**src/verilog/asw_ctrl_regs.vh**
```
// Timing constants for the asynchronous static memory controller.
`ifndef ASW_CTRL_REGS_VH
`define ASW_CTRL_REGS_VH

// System clock rate in MHz (20 ns period).
`define ASW_CLK_MHZ 50

// Slowest speed grade minimums in ns, so any grade of part is served.
`define ASW_T_AVEH_NS 20
`define ASW_T_ELEH_NS 15
`define ASW_T_DVEH_NS 10
`define ASW_T_AVAV_NS 25
`define ASW_T_ACC_NS 25

// Least time in ns to whole clock cycles, rounded up, so any nonzero time gives at least one.
`define ASW_NS2CYC(ns) ((((ns) * `ASW_CLK_MHZ) + 999) / 1000)

// Cycle counts derived from the times above.
`define ASW_AVEH_CYC `ASW_NS2CYC(`ASW_T_AVEH_NS)
`define ASW_ELEH_CYC `ASW_NS2CYC(`ASW_T_ELEH_NS)
`define ASW_DVEH_CYC `ASW_NS2CYC(`ASW_T_DVEH_NS)
`define ASW_AVAV_CYC `ASW_NS2CYC(`ASW_T_AVAV_NS)
`define ASW_ACC_CYC `ASW_NS2CYC(`ASW_T_ACC_NS)

// Widths of the memory pins and of the phase timer.
`define ASW_ADDR_W 15
`define ASW_DATA_W 8
`define ASW_TMR_W 4

`endif

```
**src/verilog/asw_timer.v**
```verilog
// Down counter that times the phases of a memory cycle.
`timescale 1ns/1ps
`default_nettype none
`include "asw_ctrl_regs.vh"

module asw_timer (
    input wire clk,
    input wire srst,
    input wire load,
    input wire [`ASW_TMR_W-1:0] load_val,
    output wire expired
);
    reg [`ASW_TMR_W-1:0] cnt_r;
    reg [`ASW_TMR_W-1:0] cnt_nxt;

    always @* begin
        cnt_nxt = cnt_r;
        if (load) begin
            cnt_nxt = load_val;
        end else if (cnt_r != {`ASW_TMR_W{1'b0}}) begin
            cnt_nxt = cnt_r - {{(`ASW_TMR_W-1){1'b0}}, 1'b1};
        end
    end

    always @(posedge clk) begin
        if (srst) begin
            cnt_r <= {`ASW_TMR_W{1'b0}};
        end else begin
            cnt_r <= cnt_nxt;
        end
    end

    assign expired = (cnt_r == {`ASW_TMR_W{1'b0}});
endmodule // asw_timer

`default_nettype wire

```
**src/verilog/asw_ctrl.v**
```verilog
// Host controller driving an asynchronous static memory over its pins.
`timescale 1ns/1ps
`default_nettype none
`include "asw_ctrl_regs.vh"

// Contract
// - A write happens only while chip select and write strobe overlap low.
// - Address stays valid at least the minimum before chip select rises.
// - Chip select stays low at least the minimum before ending a write.
// - Write data is driven at least the minimum before chip select rises.
// - Successive cycles keep the address valid for the whole cycle time.
// - Write strobe stays high throughout every read cycle.
module asw_ctrl (
    input wire clk,
    input wire srst,
    input wire req,
    input wire req_we,
    input wire [`ASW_ADDR_W-1:0] req_addr,
    input wire [`ASW_DATA_W-1:0] req_wdata,
    output reg ready_r,
    output reg done_r,
    output reg [`ASW_DATA_W-1:0] rdata_r,
    output reg [`ASW_ADDR_W-1:0] mem_addr_r,
    output reg mem_cs_n_r,
    output reg mem_we_n_r,
    output reg mem_oe_n_r,
    output reg [`ASW_DATA_W-1:0] dq_out_r,
    output reg dq_oe_r,
    input wire [`ASW_DATA_W-1:0] dq_in
);
    localparam [3:0] ST_IDLE = 4'h0;
    localparam [3:0] ST_W_SET = 4'h1;
    localparam [3:0] ST_W_PUL = 4'h2;
    localparam [3:0] ST_W_CSH = 4'h3;
    localparam [3:0] ST_W_REL = 4'h4;
    localparam [3:0] ST_GAP = 4'h5;
    localparam [3:0] ST_R_SET = 4'h6;
    localparam [3:0] ST_R_ACC = 4'h7;
    localparam [3:0] ST_R_END = 4'h8;

    // Larger of two cycle counts, used to size the select pulse.
    function integer max_cyc;
        input integer a;
        input integer b;
        begin
            max_cyc = (a > b) ? a : b;
        end
    endfunction

    // The select pulse must satisfy address, select and data minimums at
    // once, since all three are measured to the same rising edge.
    localparam integer PUL_CYC = max_cyc(max_cyc(`ASW_AVEH_CYC,
        `ASW_ELEH_CYC), `ASW_DVEH_CYC);
    // Loads are one less than the cycle count, because a timed state is
    // left in the cycle in which the timer reads zero.
    localparam integer PUL_M1 = PUL_CYC - 1;
    localparam integer GAP_M1 = `ASW_AVAV_CYC - 1;
    localparam integer ACC_M1 = `ASW_ACC_CYC - 1;
    // The timer is four bits wide, so every load must stay below sixteen.
    localparam [`ASW_TMR_W-1:0] PUL_LOAD = PUL_M1[`ASW_TMR_W-1:0];
    localparam [`ASW_TMR_W-1:0] GAP_LOAD = GAP_M1[`ASW_TMR_W-1:0];
    localparam [`ASW_TMR_W-1:0] ACC_LOAD = ACC_M1[`ASW_TMR_W-1:0];

    reg [3:0] state_r;
    reg [3:0] state_nxt;
    reg tmr_load;
    reg [`ASW_TMR_W-1:0] tmr_val;
    wire tmr_expired;
    wire take_req;
    wire rd_capture;
    wire [3:0] pins_nxt;

    // Pin levels for a state: {cs_n, we_n, oe_n, dq_oe}.
    function [3:0] pin_levels;
        input [3:0] st;
        begin
            case (st)
                ST_W_SET: pin_levels = 4'b1011;
                ST_W_PUL: pin_levels = 4'b0011;
                ST_W_CSH: pin_levels = 4'b1011;
                ST_W_REL: pin_levels = 4'b1111;
                ST_R_SET: pin_levels = 4'b1110;
                ST_R_ACC: pin_levels = 4'b0100;
                default: pin_levels = 4'b1110;
            endcase
        end
    endfunction

    // Pins are decoded from the next state so that each registered pin
    // changes on the same edge as the state, with no cycle of lag.
    assign pins_nxt = pin_levels(state_nxt);
    assign take_req = (state_r == ST_IDLE) && req;
    // Read data is taken in the last access cycle, while select and output
    // enable are still low and the memory is still driving the lines.
    assign rd_capture = (state_r == ST_R_ACC) && tmr_expired;

    // One timer serves pulse, gap and access; those phases never overlap.
    asw_timer u_timer (
        .clk(clk),
        .srst(srst),
        .load(tmr_load),
        .load_val(tmr_val),
        .expired(tmr_expired)
    );

    // Writes are select-timed: the strobe brackets select by a cycle on each
    // side, so the memory never turns its data pins on during a write.
    always @* begin
        state_nxt = state_r;
        case (state_r)
            ST_IDLE: begin
                if (req) begin
                    state_nxt = req_we ? ST_W_SET : ST_R_SET;
                end
            end
            ST_W_SET: state_nxt = ST_W_PUL;
            ST_W_PUL: begin
                if (tmr_expired) begin
                    state_nxt = ST_W_CSH;
                end
            end
            ST_W_CSH: state_nxt = ST_W_REL;
            ST_W_REL: state_nxt = ST_GAP;
            ST_GAP: begin
                if (tmr_expired) begin
                    state_nxt = ST_IDLE;
                end
            end
            ST_R_SET: state_nxt = ST_R_ACC;
            ST_R_ACC: begin
                if (tmr_expired) begin
                    state_nxt = ST_R_END;
                end
            end
            ST_R_END: state_nxt = ST_IDLE;
            default: state_nxt = ST_IDLE;
        endcase
    end

    // The timer is loaded only on entry to a timed state.
    always @* begin
        tmr_load = 1'b0;
        tmr_val = {`ASW_TMR_W{1'b0}};
        if (state_nxt != state_r) begin
            case (state_nxt)
                ST_W_PUL: begin
                    tmr_load = 1'b1;
                    tmr_val = PUL_LOAD;
                end
                ST_GAP: begin
                    tmr_load = 1'b1;
                    tmr_val = GAP_LOAD;
                end
                ST_R_ACC: begin
                    tmr_load = 1'b1;
                    tmr_val = ACC_LOAD;
                end
                default: begin
                    tmr_load = 1'b0;
                    tmr_val = {`ASW_TMR_W{1'b0}};
                end
            endcase
        end
    end

    always @(posedge clk) begin
        if (srst) begin
            state_r <= ST_IDLE;
        end else begin
            state_r <= state_nxt;
        end
    end

    // The address only moves when a new request is taken in idle, so it
    // stays put from before select falls until the cycle time has run.
    // Data is loaded for reads as well; that is harmless, since the data
    // lines are driven only inside a write.
    always @(posedge clk) begin
        if (srst) begin
            mem_addr_r <= {`ASW_ADDR_W{1'b0}};
            dq_out_r <= {`ASW_DATA_W{1'b0}};
        end else if (take_req) begin
            mem_addr_r <= req_addr;
            dq_out_r <= req_wdata;
        end
    end

    // Ready rises with done, so a request may follow back to back in the
    // done cycle; after a write the cycle-time gap has already run by then.
    always @(posedge clk) begin
        if (srst) begin
            ready_r <= 1'b0;
            done_r <= 1'b0;
            rdata_r <= {`ASW_DATA_W{1'b0}};
        end else begin
            ready_r <= (state_nxt == ST_IDLE);
            done_r <= (state_nxt == ST_IDLE) && (state_r != ST_IDLE);
            if (rd_capture) begin
                rdata_r <= dq_in;
            end
        end
    end

    // Reset drops every strobe and releases the data lines, so a reset in
    // mid-write cannot leave the memory selected.
    always @(posedge clk) begin
        if (srst) begin
            mem_cs_n_r <= 1'b1;
            mem_we_n_r <= 1'b1;
            mem_oe_n_r <= 1'b1;
            dq_oe_r <= 1'b0;
        end else begin
            mem_cs_n_r <= pins_nxt[3];
            mem_we_n_r <= pins_nxt[2];
            mem_oe_n_r <= pins_nxt[1];
            dq_oe_r <= pins_nxt[0];
        end
    end
endmodule // asw_ctrl

`default_nettype wire

```
**config.mk**
```make
export PLATFORM = sky130hd
export DESIGN_NAME = asw_ctrl
export DESIGN_NICKNAME = d
export VERILOG_FILES = /design/src/verilog/asw_timer.v /design/src/verilog/asw_ctrl.v
export VERILOG_INCLUDE_DIRS = /design/src /design/src/verilog
export SDC_FILE = /design/constraint.sdc
export NUM_CORES = 1
export LEC_CHECK = 0
export BUFFER_PORTS_ARGS = -buffer_cell sky130_fd_sc_hd__buf_2
export CAP_MARGIN = 40
export CORE_MARGIN = 8
export CORE_UTILIZATION = 35
export CTS_CLUSTER_DIAMETER = 30
export CTS_CLUSTER_SIZE = 8
export DETAILED_ROUTE_END_ITERATION = 8
export HOLD_SLACK_MARGIN = 0.02
export PLACE_DENSITY = 0.67
export SLEW_MARGIN = 10
export SYNTH_ARGS = -nofsm -noshare
export SYNTH_HDL_FRONTEND = slang
export SYNTH_HIERARCHICAL = 1
export SYNTH_SLANG_ARGS = --single-unit
```
**constraint.sdc**
```tcl
create_clock -name clk -period 1.59 [get_ports clk]
set_input_delay 0.159 -clock clk [delete_from_list [all_inputs] [get_ports clk]]
set_output_delay 0.159 -clock clk [all_outputs]
set_load 0.02 [all_outputs]
```
Word-level counts from Yosys, hierarchy flattened

Cells that the tools add are included.
Widths: inputs -> output; s select.

Bits in latches: 0
Flip-flop bits (word level): 45
Output and inout bits: 37
Input bits: 35
Bits in read-only memories: 0
RAM bits: 0
Logic and storage cells: 51
Memories: 0

Magnitude comparators: 0
Mux-type cells: 13
Bitwise operators: 0
Multiply operators: 0
Reductions and logical operators: 12
Div/mod/pow operators: 0
Add/sub/neg operators: 1
Eq/ne operators: 14
Shift operators: 0

Operators with widths:

| cell                | number |
|---|---|
| $pmux 4 s8          | 1 |
| $eq 4x3->1 const B  | 7 |
| $mux 4              | 6 |
| $eq 4x2->1 const B  | 4 |
| $pmux 4 s4          | 1 |
| $logic_not 4->1     | 3 |
| $eq 4x1->1 const B  | 2 |
| $reduce_bool 4->1   | 2 |
| $mux 1              | 4 |
| $ne 4x4->1          | 1 |
| $reduce_or 2->1     | 2 |
| $sub 4x1->4 const B | 1 |
| $logic_and 1x1->1   | 3 |
| $mux 3              | 1 |
| $reduce_or 3->1     | 1 |
| $reduce_bool 2->1   | 1 |

Longest topological paths before layout

Depth in word-level cells: 8
Gate-level depth with buffers: 7
Mapped depth without buffers: 7

Hierarchy

The synthesis kept the hierarchy.

Modules (own cells, without submodules):

| module    | cells an instance | area each (µm²) | instances | sequential area each (µm²) |
|---|---|---|---|---|
| asw_ctrl  | 184               | 1551.5          | 1         | 820.8 |
| asw_timer | 24                | 229.0           | 1         | 80.1 |

Worst setup path after synthesis

No wires, ideal clock.

Kind: register to register
Start point: reg u_timer.cnt_r[0]
End point: reg done_r
Period minus slack after synthesis: 1732 ps
Required time: 1462 ps
Library setup time: 128 ps
Arrival: 1604 ps
Buffers on the path: 0
Path slack: -142 ps
Stages on the path, launching flop included: 8
Cell sequence: dfxtp_1 inv_1 ha_1 nor3b_4 nand2_1 a2111oi_2 or4_1 a21oi_1

Longest elaborated chain between the ends: 5
Elaborated cells on any way between the ends: 7
Those cells by class: mux: 4; reduce/logical: 3

Ends and longest elaborated chain:

| item                      | line                                           | RTL |
|---|---|---|
| from (decl)               | asw_timer.v:13                                 | `` reg [`ASW_TMR_W-1:0] cnt_r; `` |
| from (signal assigned)    | asw_timer.v:27                                 | `` cnt_r <= {`ASW_TMR_W{1'b0}}; `` |
| from (signal assigned)    | asw_timer.v:29                                 | `cnt_r <= cnt_nxt;` |
| $logic_not 4->1 *         | asw_timer.v:33                                 | `` assign expired = (cnt_r == {`ASW_TMR_W{1'b0}}); `` |
| net tmr_expired           | asw_ctrl.v:68                                  | `wire tmr_expired;` |
| $mux 4 (on tied branches) | asw_ctrl.v:131, asw_ctrl.v:118, asw_ctrl.v:125 |  |
| $pmux 4 s8 *              | asw_ctrl.v:110                                 | `case (state_r)` |
| $logic_not 4->1 *         | asw_ctrl.v:197                                 | `done_r <= (state_nxt == ST_IDLE) && (state_r != ST_IDLE);` |
| $logic_and 1x1->1 *       | asw_ctrl.v:197                                 |  |
| to (signal assigned)      | asw_ctrl.v:197                                 |  |
| to (decl)                 | asw_ctrl.v:21                                  | `output reg done_r,` |

The timed path passes the listed nets; every way through them passes the cells marked *.
A chain may end at the register's enable or synchronous reset.

Final worst setup path

Same ends and word-level chain as after synthesis.

==> impl_results.md <==
- Htree depth: 2
- Leak pwr: about 1.2 nW
- Buffers plus inverters on the worst setup path: 2
- Port bufs: slightly above 70
- Num CTS Buffers: 5
- DR WL/cell: about 12 um
- Die Y: 87.3 um
- Most frequent cell after synthesis: nand2_1
- RSZ-0062 raised after global routing: true
- Hold WC Path Type: in -> reg
- DIE AREA: 7630 um^2
- Biggest area consumer among synthesized cells: dfxtp_1
- Post-DP HPWL: between 3000 and 4000 um
- Sequential area share after synthesis: between 50% and 60%
- Clock sinks: 45
- CTS tree: built
- Clk buf depth: 2
- Gpl congestion: ~0.86
- Fmax: between 500 and 600 MHz
- Area Growth Syn to Fin: 42.0%
- Commonest cells post-synth: nand2_1, dfxtp_1, a21oi_1
- Setup ws final: -94.2 ps
- Setup-failing EPs final: 6
- Global Route Usage Sum: a little under an eighth
- Initial antenna violation count: 0
- Vias: 1696
- Mapped Cells: 208
- Pwr Density: ~1500 nW/um^2
- Syn. warnings: 6
- Worst skew pair latency: 290 ps
- Kind of critical path: reg -> reg
- Share of the synthesized area in the top cell type: 50.6%
- Number of cell rows: 26
- CP Cell Sequence: inv_2 > ha_4 > nor3b_4 > buf_4 > a21oi_4 > or4_1 > a21oi_2
- # nets final: about 330
- EDFF count, synth: 0
- CP max-delay cell: or4_1
- Top post-synthesis cells by area: dfxtp_1, nand2_1, a21oi_1
- Final Skew: 4.03 ps
- Die Width: 87.3 um
- GRT overflow: 0
- Fin. max-slew vios: 0
- First-pass GRT wire length: between 7000 and 8000 um
- Minimum clock period: between 1500 and 2000 ps
- Critical Path RT: about 1800 ps
- Delay-heaviest family, CP: simple AND/OR/NAND/NOR gates
- DRT Pass-1 Iters: 4
- Synthesized area per cell: 8.56 um^2
- Root buffer cell: clkbuf_8
- Flops & latches, synth: between 40 and 50
- Critical Path Sink Type: register
- Final Cycle Share: 106%
- Ports: around 70
- Hold-fix buffers, CTS: 0
- Detail Route Antenna Nets: 0
- Mapped cell area: roughly 1800 um^2
- IR drop worst, VDD: roughly 0.62 mV
- Synth async-reset ratio: 0%
- Yosys cell types: 37
- Status: finished with violations
- Initial Utilization: between 30% and 40%
- Finished Core Util: about 50%
- Via density: 4.61
- DRC: 0
- Vias in the first global route: between 1.5k and 2k
- Worst Path Arrival: roughly 1900 ps
- Reg2Reg Setup Slack: -90 ps
- Final hold vios: 0
- Hold Slack: approximately 90 ps
- # Max-Cap Violations: 0
- Final wirelength: 4490 um
- Initial drt markers: slightly below 70
- Share of layout cells above drive strength 1: between 30 and 40%
- Failing checks: setup timing
- Clock transition at the registers of the reported paths: about 80 ps
- Placeable Area: around 5000 um^2
- CP max stage delay: 540 ps
- Ys flop type: dfxtp_1
- # diodes: 0
- Largest net degree at the start of global routing: 24
- Crit start category: register
- Crit Path Max Fanout: 3
==> path summary, 6_finish.rpt <==
kind,depth (start not counted),endpoint,start
max reg2reg,7,done_r$_SDFF_PP0_,u_timer/cnt_r[0]$_SDFFE_PP0P_
min,3,rdata_r[6]$_SDFFE_PP0P_,dq_in[6]
min reg2reg,2,mem_addr_r[10]$_SDFFE_PP0P_,mem_addr_r[10]$_SDFFE_PP0P_
max,7,done_r$_SDFF_PP0_,u_timer/cnt_r[0]$_SDFFE_PP0P_
==> kinds of logic (layout without fill, tap and decap cells) <==
logic type	count (synthesis)	after routing	share of synthesized area [%]
other	1	3	0.211
multiplexers	9	9	5.13
AO/OA/AOI/OAI	40	40	13.8
buffers and inverters	16	104	4.29
AND/OR/NAND/NOR	94	94	24.3
XOR/XNOR	2	2	0.984
flip-flops	45	45	50.6
adder cells (fa/ha/maj)	1	1	0.703
==> per-layer routing <==
layer  vias up  GRT usage [%]  wire length, um
met3         8           4.06              272
met1       776           13.1             1950
li1        869              -                -
met4         0           4.38               60
met2        43           20.0             2210
met5         -              0                0
==> final cells by class <==
type                       count  area, um^2
clock buffer                   6        72.6
clock inverter                 2        38.8
inverter                       3        11.3
timing repair buffer          93         553
sequential                    45         905
tap                           70        87.6
multi-input combinational    149         860
fill                         505        2480
==> sequential cells by signal, indices dropped and copies added (netlist names), 4 cells and up <==
register       flops
rdata_r            8
u_timer/cnt_r      4
mem_addr_r        15
dq_out_r           8
state_r            4
==> repair_timing <==
item / 4_1_cts / 5_1_grt
gates cloned: 0 / 0
pin swaps: 2 / 3
setup endpoints to repair: 5 / 16
resized for setup: 2 / 7
buffers inserted: 2 / 4
==> per-stage QoR <==
| stage | TNS (ps) | setup slack (ps) | power (W) | instances | area (um^2) |
|---|---|---|---|---|---|
| finish | -398 | -94.2 | 0.00373 | 368 | 2530 |
| global route | -1870 | -208 | 0.00398 | 368 | 2530 |
| CTS | -291 | -69.9 | 0.00363 | 364 | 2470 |
| detailed placement | -95.2 | -43.1 | 0.00272 | 354 | 2340 |
| global placement | -6.66 | -3.54 | 0.00270 | 354 | 2340 |
| floorplan | -104 | -51.7 | 0.00226 | 210 | 1810 |
==> worst min-delay path: cells and delay by family <==
family	cells	cell delay (ps)
simple gates	1	70
buf+inv	1	70
mux	1	50
==> power breakdown <==
part	switching (W)	internal, W
registers	0.000116	0.00130
clock network	0.000389	0.000472
logic	0.000727	0.000720
==> cells in the final DEF, fill, tap and decap left out, drive strengths merged, types with 2 or more instances in the layout <==
| master | count |
|---|---|
| buf | 93 |
| nor2b | 4 |
| nand2b | 2 |
| a21oi | 30 |
| xnor2 | 2 |
| mux2i | 8 |
| nor3 | 5 |
| dfxtp | 45 |
| o22ai | 2 |
| clkbuf | 6 |
| nand2 | 53 |
| or4 | 2 |
| nand3b | 2 |
| inv | 3 |
| conb | 3 |
| nor2 | 18 |
Power figures use the tool's default switching activity.
